==> config.mk <==
export PLATFORM = sky130hd
export DESIGN_NAME = exec_core
export DESIGN_NICKNAME = d
export VERILOG_FILES = /design/src/verilog/exec_pkg.sv /design/src/verilog/exec_core.sv /design/src/verilog/exec_alu.sv
export SDC_FILE = /design/constraint.sdc
export NUM_CORES = 2
export LEC_CHECK = 0
export ABC_AREA = 1
export BUFFER_PORTS_ARGS = -buffer_cell sky130_fd_sc_hd__buf_4
export CAP_MARGIN = 20
export CORE_AREA = 2 2 419 421
export CTS_BUF_LIST = sky130_fd_sc_hd__clkbuf_8
export DETAILED_ROUTE_END_ITERATION = 7
export DIE_AREA = 0 0 421 423
export HOLD_SLACK_MARGIN = 0.03
export MAX_ROUTING_LAYER = met4
export SYNTH_ARGS = -nofsm -noshare
export SYNTH_HDL_FRONTEND = slang
export SYNTH_SLANG_ARGS = --single-unit
==> constraint.sdc <==
create_clock -name aclk -period 12.7 [get_ports aclk]
set_input_delay 2.54 -clock aclk [delete_from_list [all_inputs] [get_ports aclk]]
set_output_delay 2.54 -clock aclk [all_outputs]
set_load 0.005 [all_outputs]
==> src/verilog/exec_pkg.sv <==
// Shared constants, types and register map of the instruction execution block
package exec_pkg;

  // Bus shape and core widths
  localparam int unsigned DATA_W   = 32;          // AXI data width
  localparam int unsigned OFF_W    = 8;           // Decoded low address bits
  localparam int unsigned PC_W     = 13;          // Program counter width
  localparam int unsigned TARGET_W = 11;          // Immediate jump target width
  localparam int unsigned FILE_AW  = 7;           // File register address width
  localparam int unsigned FILE_N   = 128;         // Number of file registers

  // Register byte offsets
  localparam logic [7:0] OFF_INSTR  = 8'h00;      // Instruction issue word
  localparam logic [7:0] OFF_STATUS = 8'h04;      // Flags and busy
  localparam logic [7:0] OFF_ACC    = 8'h08;      // Accumulator
  localparam logic [7:0] OFF_PC     = 8'h0c;      // Program counter
  localparam logic [7:0] OFF_LATCH  = 8'h10;      // Program counter high latch
  localparam logic [7:0] OFF_STACK  = 8'h14;      // Return stack top entry
  localparam logic [7:0] OFF_FINDEX = 8'h18;      // File window index
  localparam logic [7:0] OFF_FDATA  = 8'h1c;      // File window data
  localparam logic [7:0] OFF_CYCLES = 8'h20;      // Instruction cycle count

  // Status field positions
  localparam int unsigned ST_ZERO_BIT    = 0;     // Zero flag
  localparam int unsigned ST_BUSY_BIT    = 1;     // Execution under way
  localparam int unsigned ST_SKIP_BIT    = 2;     // Last decrement skipped
  localparam int unsigned ST_PD_BIT      = 3;     // Power-down flag
  localparam int unsigned ST_EXPIRED_BIT = 4;     // Watchdog expired flag

  // Reset values
  localparam logic [7:0]      ACC_RESET     = 8'h00;
  localparam logic [PC_W-1:0] PC_RESET      = 13'h0000;
  localparam logic [4:0]      LATCH_RESET   = 5'h00;
  localparam logic            ZERO_RESET    = 1'b0;
  localparam logic            PD_RESET      = 1'b1;
  localparam logic            EXPIRED_RESET = 1'b1;

  // Fixed values of the instruction set
  localparam logic [7:0]      CLEARED_VALUE = 8'h00;  // Result of the clear forms
  localparam logic [7:0]      DECREMENT     = 8'h01;  // Step of the decrement forms
  localparam logic [PC_W-1:0] PC_STEP       = 13'h0001;
  localparam int unsigned     LATCH_HI      = 4;      // Latch bits copied on a jump
  localparam int unsigned     LATCH_LO      = 3;

  // AXI responses
  localparam logic [1:0] RESP_OKAY   = 2'b00;
  localparam logic [1:0] RESP_SLVERR = 2'b10;

  // Operation codes carried in the issue word
  typedef enum logic [2:0] {
    OP_WATCHDOG_CLEAR   = 3'h0,   // watchdog_clear_op
    OP_SUBROUTINE_CALL  = 3'h1,   // Subroutine jump
    OP_COMPLEMENT_FILE  = 3'h2,   // complement_file_op
    OP_CLEAR_FILE       = 3'h3,   // clear_file_op
    OP_CLEAR_ACC        = 3'h4,   // clear_accumulator_op
    OP_DECREMENT_FILE   = 3'h5,   // decrement_file_op
    OP_DECREMENT_SKIP   = 3'h6,   // decrement_skip_zero_op
    OP_RESERVED         = 3'h7    // Refused
  } instr_op_t;

  // Execution sequence, one bit changes per step except SECOND to IDLE
  typedef enum logic [1:0] {
    ST_IDLE   = 2'b00,
    ST_EXEC   = 2'b01,
    ST_SECOND = 2'b11
  } exec_state_t;

  // Issue word layout, low bits first: op, dest, file address, target
  typedef struct packed {
    logic [TARGET_W-1:0] target;
    logic [FILE_AW-1:0]  file_addr;
    logic                dest;
    instr_op_t           op;
  } instr_t;

  localparam int unsigned INSTR_W = $bits(instr_t);

  // Decoded effects of one instruction
  typedef struct packed {
    logic [7:0] result;     // Value to write
    logic       zero;       // New zero flag value
    logic       zero_we;    // Zero flag is updated
    logic       acc_we;     // Result goes to the accumulator
    logic       file_we;    // Result goes to the file register
    logic       skip;       // Next slot becomes a no-operation
    logic       call;       // Subroutine jump
    logic       wdt_clear;  // Watchdog clear
  } alu_out_t;

endpackage : exec_pkg

==> src/verilog/exec_core.sv <==
// Instruction execution core with its AXI4-Lite register slave
//
// Local design decisions: the AXI4-Lite interface to the registers and the placing of the registers.
`timescale 1ns/100ps

module exec_core #(
  parameter int unsigned ADDR_W = 8             // AXI address width
) (
  input  wire logic              aclk,
  input  wire logic              aresetn,
  input  wire logic [ADDR_W-1:0] awaddr,
  input  wire logic              awvalid,
  output logic                   awready,
  input  wire logic [31:0]       wdata,
  input  wire logic [3:0]        wstrb,
  input  wire logic              wvalid,
  output logic                   wready,
  output logic [1:0]             bresp,
  output logic                   bvalid,
  input  wire logic              bready,
  input  wire logic [ADDR_W-1:0] araddr,
  input  wire logic              arvalid,
  output logic                   arready,
  output logic [31:0]            rdata,
  output logic [1:0]             rresp,
  output logic                   rvalid,
  input  wire logic              rready,
  output logic                   watchdog_counter_clear,
  output logic                   watchdog_prescaler_clear
);
  import exec_pkg::*;

  // Refuse address widths too narrow for the map
  if (ADDR_W < OFF_W) begin : g_bad_addr_w
    $error("exec_core: ADDR_W must be at least 8");
  end

  // Bus side state
  logic                 awready_reg, wready_reg, bvalid_reg, arready_reg, rvalid_reg;
  logic [1:0]           bresp_reg, rresp_reg;
  logic [31:0]          rdata_reg;
  logic                 aw_held_reg, w_held_reg;
  logic [7:0]           aw_addr_reg;      // Held write address
  logic [31:0]          w_data_reg;       // Held write data
  logic [3:0]           w_strb_reg;       // Held byte strobes

  // Core state
  exec_state_t          state_reg;
  instr_t               instr_reg;        // Instruction being executed
  alu_out_t             fx;               // Its decoded effects
  logic [7:0]           acc_reg;          // Accumulator
  logic [PC_W-1:0]      program_counter_reg;
  logic [4:0]           pc_high_latch_reg;
  logic [PC_W-1:0]      stack_top_entry_reg;
  logic [FILE_AW-1:0]   file_index_reg;   // Software window into the file
  logic                 zero_reg, powerdown_flag_reg, watchdog_expired_flag_reg;
  logic                 skip_reg;         // Last decrement-skip took the skip
  logic [31:0]          cycles_reg;       // Instruction cycles executed
  logic                 wdt_clear_reg;
  logic [7:0]           file_mem [FILE_N];  // File registers

  // Handshake terms
  logic aw_take, w_take, ar_take, write_do;
  logic aw_held_next, w_held_next, bvalid_next, rvalid_next;

  assign aw_take      = awvalid & awready_reg;
  assign w_take       = wvalid & wready_reg;
  assign ar_take      = arvalid & arready_reg;
  // Writes wait while an instruction runs, so software never races it
  assign write_do     = aw_held_reg & w_held_reg & ~bvalid_reg & (state_reg == ST_IDLE);
  assign aw_held_next = (aw_held_reg | aw_take) & ~write_do;
  assign w_held_next  = (w_held_reg | w_take) & ~write_do;
  assign bvalid_next  = write_do | (bvalid_reg & ~bready);
  assign rvalid_next  = ar_take | (rvalid_reg & ~rready);

  // Register image shared by reads and write merging
  logic [31:0] status_word;
  assign status_word = {27'h0000000, watchdog_expired_flag_reg, powerdown_flag_reg,
                        skip_reg, (state_reg != ST_IDLE), zero_reg};

  function automatic logic [32:0] reg_value(input logic [7:0] a);
    logic [32:0] v;
    v = {1'b1, 32'h00000000};
    case (a)
      OFF_INSTR:  v[31:0] = {{(32-INSTR_W){1'b0}}, instr_reg};
      OFF_STATUS: v[31:0] = status_word;
      OFF_ACC:    v[7:0]  = acc_reg;
      OFF_PC:     v[PC_W-1:0] = program_counter_reg;
      OFF_LATCH:  v[4:0]  = pc_high_latch_reg;
      OFF_STACK:  v[PC_W-1:0] = stack_top_entry_reg;
      OFF_FINDEX: v[FILE_AW-1:0] = file_index_reg;
      OFF_FDATA:  v[7:0]  = file_mem[file_index_reg];
      OFF_CYCLES: v[31:0] = cycles_reg;
      default:    v = '0;                       // Unmapped
    endcase
    return v;
  endfunction : reg_value

  // Write decode
  logic [32:0] wr_look;
  logic [31:0] wr_data;
  logic        wr_err, sw_wr;
  logic        wr_is_instr, wr_is_status, wr_is_acc, wr_is_pc, wr_is_latch;
  logic        wr_is_findex, wr_is_fdata;
  logic [32:0] rd_look;

  // The function reads module state beyond its argument; an assign would only
  // wake on the address and could hand back a stale register image
  always_comb begin
    wr_look = reg_value(aw_addr_reg);
    rd_look = reg_value(araddr[7:0]);
  end
  // Lanes without a strobe keep their old contents
  for (genvar gb = 0; gb < 4; gb++) begin : g_lane
    assign wr_data[gb*8 +: 8] = w_strb_reg[gb] ? w_data_reg[gb*8 +: 8] : wr_look[gb*8 +: 8];
  end
  assign wr_is_instr  = (aw_addr_reg == OFF_INSTR);
  assign wr_is_status = (aw_addr_reg == OFF_STATUS);
  assign wr_is_acc    = (aw_addr_reg == OFF_ACC);
  assign wr_is_pc     = (aw_addr_reg == OFF_PC);
  assign wr_is_latch  = (aw_addr_reg == OFF_LATCH);
  assign wr_is_findex = (aw_addr_reg == OFF_FINDEX);
  assign wr_is_fdata  = (aw_addr_reg == OFF_FDATA);
  // Unmapped address or reserved operation code answers SLVERR
  assign wr_err = ~wr_look[32] | (wr_is_instr & (wr_data[2:0] == OP_RESERVED));
  assign sw_wr  = write_do & ~wr_err;

  // Execution terms
  logic exec_go, issue;
  logic [7:0] operand;
  assign exec_go = (state_reg == ST_EXEC);
  assign issue   = sw_wr & wr_is_instr;
  assign operand = file_mem[instr_reg.file_addr];

  exec_alu u_alu (
    .instr   (instr_reg),
    .operand (operand),
    .fx      (fx)
  );

  // AXI write channel registers
  always_ff @(posedge aclk) begin
    if (!aresetn) begin
      awready_reg <= 1'b0;
      wready_reg  <= 1'b0;
      aw_held_reg <= 1'b0;
      w_held_reg  <= 1'b0;
      bvalid_reg  <= 1'b0;
      bresp_reg   <= RESP_OKAY;
    end else begin
      awready_reg <= ~aw_held_next;
      wready_reg  <= ~w_held_next;
      aw_held_reg <= aw_held_next;
      w_held_reg  <= w_held_next;
      bvalid_reg  <= bvalid_next;
      if (write_do) begin
        bresp_reg <= wr_err ? RESP_SLVERR : RESP_OKAY;
      end
    end
  end

  // Write payload capture; no reset needed, guarded by the held flags
  always_ff @(posedge aclk) begin
    if (aw_take) begin
      aw_addr_reg <= awaddr[7:0];
    end
    if (w_take) begin
      w_data_reg <= wdata;
      w_strb_reg <= wstrb;
    end
  end

  // AXI read channel; one read in flight, data latched at acceptance
  always_ff @(posedge aclk) begin
    if (!aresetn) begin
      arready_reg <= 1'b0;
      rvalid_reg  <= 1'b0;
      rdata_reg   <= 32'h00000000;
      rresp_reg   <= RESP_OKAY;
    end else begin
      arready_reg <= ~rvalid_next;
      rvalid_reg  <= rvalid_next;
      if (ar_take) begin
        rdata_reg <= rd_look[31:0];
        rresp_reg <= rd_look[32] ? RESP_OKAY : RESP_SLVERR;
      end
    end
  end

  // Sequencer: a jump or a taken skip holds a second cycle
  always_ff @(posedge aclk) begin
    if (!aresetn) begin
      state_reg <= ST_IDLE;
    end else begin
      case (state_reg)
        ST_IDLE:   state_reg <= issue ? ST_EXEC : ST_IDLE;
        ST_EXEC:   state_reg <= (fx.call | fx.skip) ? ST_SECOND : ST_IDLE;
        ST_SECOND: state_reg <= ST_IDLE;
        default:   state_reg <= ST_IDLE;
      endcase
    end
  end

  // Issued word and cycle count
  always_ff @(posedge aclk) begin
    if (!aresetn) begin
      instr_reg  <= '0;
      cycles_reg <= 32'h00000000;
    end else begin
      if (issue) begin
        instr_reg <= wr_data[INSTR_W-1:0];
      end
      if (state_reg != ST_IDLE) begin
        cycles_reg <= cycles_reg + 32'h00000001;
      end
    end
  end

  // Program counter and return stack top
  always_ff @(posedge aclk) begin
    if (!aresetn) begin
      program_counter_reg <= PC_RESET;
      stack_top_entry_reg <= PC_RESET;
    end else if (exec_go && fx.call) begin
      stack_top_entry_reg <= program_counter_reg + PC_STEP;
      program_counter_reg <= {pc_high_latch_reg[LATCH_HI:LATCH_LO],
                              instr_reg.target};
    end else if (exec_go) begin
      program_counter_reg <= program_counter_reg + PC_STEP;
    end else if (state_reg == ST_SECOND && instr_reg.op == OP_DECREMENT_SKIP) begin
      // Skip flag outlives its instruction, so a jump's second cycle must not step
      program_counter_reg <= program_counter_reg + PC_STEP;   // Discarded slot
    end else if (sw_wr && wr_is_pc) begin
      program_counter_reg <= wr_data[PC_W-1:0];
    end
  end

  // Accumulator, latch and file window index
  always_ff @(posedge aclk) begin
    if (!aresetn) begin
      acc_reg           <= ACC_RESET;
      pc_high_latch_reg <= LATCH_RESET;
      file_index_reg    <= '0;
    end else begin
      if (exec_go && fx.acc_we) begin
        acc_reg <= fx.result;
      end else if (sw_wr && wr_is_acc) begin
        acc_reg <= wr_data[7:0];
      end
      if (sw_wr && wr_is_latch) begin
        pc_high_latch_reg <= wr_data[4:0];
      end
      if (sw_wr && wr_is_findex) begin
        file_index_reg <= wr_data[FILE_AW-1:0];
      end
    end
  end

  // File registers; plain storage, contents undefined after power-up
  always_ff @(posedge aclk) begin
    if (exec_go && fx.file_we) begin
      file_mem[instr_reg.file_addr] <= fx.result;
    end else if (sw_wr && wr_is_fdata) begin
      file_mem[file_index_reg] <= wr_data[7:0];
    end
  end

  // Status flags; hardware and software never write in the same cycle
  always_ff @(posedge aclk) begin
    if (!aresetn) begin
      zero_reg                  <= ZERO_RESET;
      powerdown_flag_reg        <= PD_RESET;
      watchdog_expired_flag_reg <= EXPIRED_RESET;
      skip_reg                  <= 1'b0;
    end else if (exec_go) begin
      if (fx.zero_we) begin                                    // Never on skip form
        zero_reg <= fx.zero;
      end
      if (fx.wdt_clear) begin
        powerdown_flag_reg        <= 1'b1;
        watchdog_expired_flag_reg <= 1'b1;
      end
      if (instr_reg.op == OP_DECREMENT_SKIP) begin
        skip_reg <= fx.skip;
      end
    end else if (sw_wr && wr_is_status) begin
      zero_reg                  <= wr_data[ST_ZERO_BIT];
      powerdown_flag_reg        <= wr_data[ST_PD_BIT];
      watchdog_expired_flag_reg <= wr_data[ST_EXPIRED_BIT];
    end
  end

  // Watchdog clears go out as one-cycle pulses to the timer
  always_ff @(posedge aclk) begin
    if (!aresetn) begin
      wdt_clear_reg <= 1'b0;
    end else begin
      wdt_clear_reg <= exec_go & fx.wdt_clear;
    end
  end

  // Outputs straight from flip-flops
  assign awready                  = awready_reg;
  assign wready                   = wready_reg;
  assign bvalid                   = bvalid_reg;
  assign bresp                    = bresp_reg;
  assign arready                  = arready_reg;
  assign rvalid                   = rvalid_reg;
  assign rdata                    = rdata_reg;
  assign rresp                    = rresp_reg;
  assign watchdog_counter_clear   = wdt_clear_reg;
  assign watchdog_prescaler_clear = wdt_clear_reg;

endmodule : exec_core

==> src/verilog/exec_alu.sv <==
// Combinational decode and data path for one issued instruction
`timescale 1ns/100ps
module exec_alu (
  input  exec_pkg::instr_t   instr,
  input  wire logic [7:0]    operand,
  output exec_pkg::alu_out_t fx
);
  import exec_pkg::*;

  logic [7:0] dec_value;   // Operand minus one, wraps at zero
  logic [7:0] inv_value;   // Operand inverted

  assign dec_value = operand - DECREMENT;
  assign inv_value = ~operand;

  // Effects per operation; every field has a value on every path
  always_comb begin
    fx = '0;
    case (instr.op)
      OP_WATCHDOG_CLEAR: begin
        fx.wdt_clear = 1'b1;
      end
      OP_SUBROUTINE_CALL: begin
        fx.call = 1'b1;                       // No flag touched
      end
      OP_COMPLEMENT_FILE: begin
        fx.result  = inv_value;
        fx.zero    = (inv_value == CLEARED_VALUE);
        fx.zero_we = 1'b1;
        fx.acc_we  = ~instr.dest;
        fx.file_we = instr.dest;
      end
      OP_CLEAR_FILE: begin
        fx.result  = CLEARED_VALUE;
        fx.zero    = 1'b1;
        fx.zero_we = 1'b1;
        fx.file_we = 1'b1;
      end
      OP_CLEAR_ACC: begin
        fx.result  = CLEARED_VALUE;
        fx.zero    = 1'b1;
        fx.zero_we = 1'b1;
        fx.acc_we  = 1'b1;
      end
      OP_DECREMENT_FILE: begin
        fx.result  = dec_value;
        fx.zero    = (dec_value == CLEARED_VALUE);
        fx.zero_we = 1'b1;
        fx.acc_we  = ~instr.dest;
        fx.file_we = instr.dest;
      end
      OP_DECREMENT_SKIP: begin
        fx.result  = dec_value;               // Zero flag untouched
        fx.acc_we  = ~instr.dest;
        fx.file_we = instr.dest;
        fx.skip    = (dec_value == CLEARED_VALUE);
      end
      default: begin
        fx = '0;                              // Reserved code does nothing
      end
    endcase
  end

endmodule : exec_alu

==> impl_table.tex <==
\begin{tabular}{lr}
\hline
Metric & Value \\
\hline
\multicolumn{2}{l}{\textbf{Run status}} \\
Run status & completed \\
\multicolumn{2}{l}{\textbf{Worst setup path}} \\
Reg2reg setup slack & 5010 ps \\
Most frequent cell on the critical path & nand2\_1 \\
Worst path bufs/invs & 4 \\
Required time of the critical path & 13,250 ps \\
Setup crit end kind & flop \\
Worst setup path class & reg2reg \\
Ordered list of cells on the worst path & buf\_4, buf\_4, buf\_4, o21ai\_0, nand3\_1, nand3\_1, nand2\_1, nand2\_1, nand3\_1, nand3\_1, nand3\_1, nand2\_1, nand2\_1, nand2\_1, nand2\_1, inv\_2, nand2\_2, nand4\_4, nand2\_1, o21ai\_1, nor2\_2, nand2\_1, nor2\_1 \\
Reg-to-reg endpoint & file\_mem[42][6] \\
Setup crit start kind & flop \\
Critical Path Max Stage Delay & 930 ps \\
Crit-path leading delay family & simple AND/OR/NAND/NOR gates \\
Cell with the largest stage delay on the worst path & nor2\_1 \\
Worst reg2reg path depth & 23 \\
Data arrival at the endpoint of the critical path & 8250 ps \\
Maximum fanout encountered on the critical timing path & 74 \\
\multicolumn{2}{l}{\textbf{Layout}} \\
Final Non-Filler Cells & 9,274 \\
Multi-input combinational cell area & 22,400 sq um \\
Largest register FFs & 1,024 \\
Final core area utilization & 38.4\% \\
Fraction of final layout cells with drive strength greater than 1 & 6.88\% \\
Combined flip-flop and latch cell area & 35,000 sq um \\
Final nets & 6,854 \\
Filler cell count in the final layout & 17,200 \\
Synth-to-layout area growth & 10.1\% \\
\multicolumn{2}{l}{\textbf{Timing}} \\
Setup repair after global routing missed its margin & false \\
Worst slew pin tran & 1120 ps \\
Total count of hold-check failures in the final report & 0 \\
Remaining max-slew budget at the tightest pin & 25.1\% \\
Setup-violating endpoint count in the final report & 0 \\
Time the worst path needs with I/O delays and setup & 7690 ps \\
Fmax achieved & 130 MHz \\
Final count of pins violating max slew & 0 \\
Smallest setup slack after layout & 5010 ps \\
Summed negative setup slack over all endpoints & 0 ps \\
Period utilisation layout & 60.6\% \\
Final clock skew & 57.0 ps \\
Min Hold Slack & 470 ps \\
\multicolumn{2}{l}{\textbf{Placement}} \\
Placer Congestion & 0.949 \\
Detailed placer's ending HPWL & 122 mm \\
Port bufs & 88 \\
Total placed cells including tap cells & 8,902 \\
Setup WS pre-CTS & 5350 ps \\
\multicolumn{2}{l}{\textbf{Yosys}} \\
Cell area after synthesis & 60,500 sq um \\
Asr flop ratio synth & 0\% \\
Avg Cell Area, Syn & 8.76 sq um \\
Cell count after synthesis & 6,906 \\
Ys flop type & edfxtp\_1 \\
Count of cell types in the netlist & 46 \\
Number of enable-type register cells in the synthesized netlist & 1,057 \\
Synthesis-stage register bit count & 1,219 \\
Synth Warn \# & 0 \\
Portion of the post-synthesis area used by sequential elements & 57.9\% \\
\multicolumn{2}{l}{\textbf{Drt}} \\
Via density per instance & 5.78 \\
Post-DRT Antenna Nets & 0 \\
Number of violations reported at the end of detailed-routing iteration 0 & 7,455 \\
Post-DR wirelength/cell & 23.1 um \\
DRC violation count after routing & 0 \\
DRT Pass-1 Iters & 7 \\
Total length of routed wires & 215 mm \\
Vias after detailed routing & 53,600 \\
\multicolumn{2}{l}{\textbf{Clocking}} \\
CTS clock-pin slew for the worst setup and hold paths & 60 ps \\
Clk sink count & 1,219 \\
Clock insertion delay at the later pin of the skew report & 950 ps \\
Number of instances resized during post-cts repair & 0 \\
Deepest level of the CTS H-tree & 4 \\
CTS buffer count & 205 \\
Root Driver & clkbuf\_8 \\
Buffers inserted by post-CTS timing repair & 0 \\
TritonCTS clock tree & done \\
CTS Hold Buffers Added & 0 \\
Buffers from clock root to sink, at most & 3 \\
\multicolumn{2}{l}{\textbf{Power}} \\
Leakage dissipation & 23.5 nW \\
Power per cell area & 116 nW/um\^{}2 \\
Peak supply drop & 0.0986 mV \\
\multicolumn{2}{l}{\textbf{Floorplan}} \\
Starting density of the core & 34.9\% \\
Die boundary height & 423 um \\
Number of placement rows & 153 \\
Boundary pin count & 102 \\
Die Area & 178,000 sq um \\
Placeable Area & 173,000 sq um \\
Die boundary width & 421 um \\
\multicolumn{2}{l}{\textbf{Run}} \\
Max-Cap Viols & 0 \\
\multicolumn{2}{l}{\textbf{Global route}} \\
Initial antenna violation count & 2 \\
Vias in the first global route & 50,400 \\
Total global routing track utilization & 23.8\% \\
Global route total overflow & 0 \\
Largest net degree at the start of global routing & 216 \\
Wire length of the first global-routing pass & 315 mm \\
\multicolumn{2}{l}{\textbf{Min path}} \\
Class of the most critical hold timing path & reg2reg \\
Hold Path Sink & rdata[31] \\
Hold path depth & 2 \\
Worst Hold Launch & cycles\_reg[31] \\
\hline
\end{tabular}
[power breakdown]
part           switching (mW)  total [mW]  leakage, nW  internal [mW]
Sequential            0.00510        4.31         8.67           4.30
Clock                    1.63        3.33         2.22           1.70
Combinational          0.0394      0.0642         12.6         0.0248
Total                    1.68        7.70         23.5           6.02
[synthesized netlist by cell type, drive strengths merged (2+ instances only)]
cell,instances,area [sq um]
a2111oi,6,52.6
a211oi,3,22.5
a21oi,199,996
a221oi,4,35.0
a22oi,2,15.0
a2bb2oi,2,17.5
a31oi,6,37.5
buf,240,1220
clkbuf,261,981
clkinv,6,22.5
dfxtp,162,3240
edfxtp,1057,31700
ha,5,62.6
inv,239,900
mux2,3,33.8
nand2,1795,6750
nand3,1212,6070
nand4,27,184
nor2,675,2550
nor3,21,105
nor4,9,62.6
o2111ai,7,61.3
o211ai,8,60.1
o21ai,666,3330
o221ai,16,140
o22ai,254,1590
xor2,13,114
[routing by layer]
| layer | routed length, um | vias up | global-route usage [%] |
|---|---|---|---|
| li1 | - | 23900 | - |
| met1 | 85800 | 25700 | 30.8 |
| met2 | 95400 | 3413 | 35.7 |
| met3 | 23800 | 627 | 5.13 |
| met4 | 9520 | 0 | 10.8 |
| met5 | 0 | - | - |
[metrics by stage]
stage	power (mW)	area, sq um
detailed placement	4.45	62700
global route	7.93	66500
floorplan	4.42	60500
CTS	7.74	66500
finish	7.70	66500
global placement	4.45	62700
[worst register-to-register path, cell delays in order (launching register included)]
cell and delay, ps:
dfxtp_4 420, buf_4 610, buf_4 770, buf_4 840
o21ai_0 230, nand3_1 100, nand3_1 190, nand2_1 120
nand2_1 60, nand3_1 100, nand3_1 230, nand3_1 230
nand2_1 70, nand2_1 60, nand2_1 180, nand2_1 160
inv_2 40, nand2_2 60, nand4_4 490, nand2_1 250
o21ai_1 140, nor2_2 590, nand2_1 420, nor2_1 940
[how the worst max path moves through the flow]
stage               from          endpoint  slack [ps]  cells past startpoint
floorplan           flop    file_mem[0][5]        4240                     21
global placement    flop   file_mem[38][2]        5430                     18
detailed placement  flop   file_mem[45][2]        5350                     18
CTS                 flop  file_mem[106][2]        5340                     18
global route        flop   file_mem[41][2]        4860                     23
finish              flop   file_mem[42][6]        5010                     23
[kinds of logic after synthesis]
family,Yosys count,synth area share (%)
and+or+nand+nor,3741,26.0
DFF,1219,57.9
AOI/OAI and AO/OA,1177,10.6
buffers and inverters,746,5.17
xor gates and xnor gates,14,0.203
adders and majority gates,5,0.103
muxes,3,0.0559
other,1,0.00620
[cell type report]
| type | instances | share of cell area, % |
|---|---|---|
| clock buffer | 219 | 4.53 |
| clock inverter | 144 | 1.15 |
| timing repair buffer | 177 | 2.18 |
| antenna | 3 | 0.0113 |
| sequential | 1219 | 52.6 |
| inverter | 245 | 1.45 |
| tap | 2325 | 4.37 |
| multi-input combinational | 4942 | 33.7 |
[layout by cell type (no fill, tap or decap), types with 166 or more instances in the layout]
master and instances:
nand2_1 1789, nand3_1 1212, edfxtp_1 1057, nor2_1 667
o21ai_0 637, inv_1 302, o22ai_1 254, clkbuf_8 219
a21oi_1 199, buf_4 166
Power figures use the tool's default switching activity.
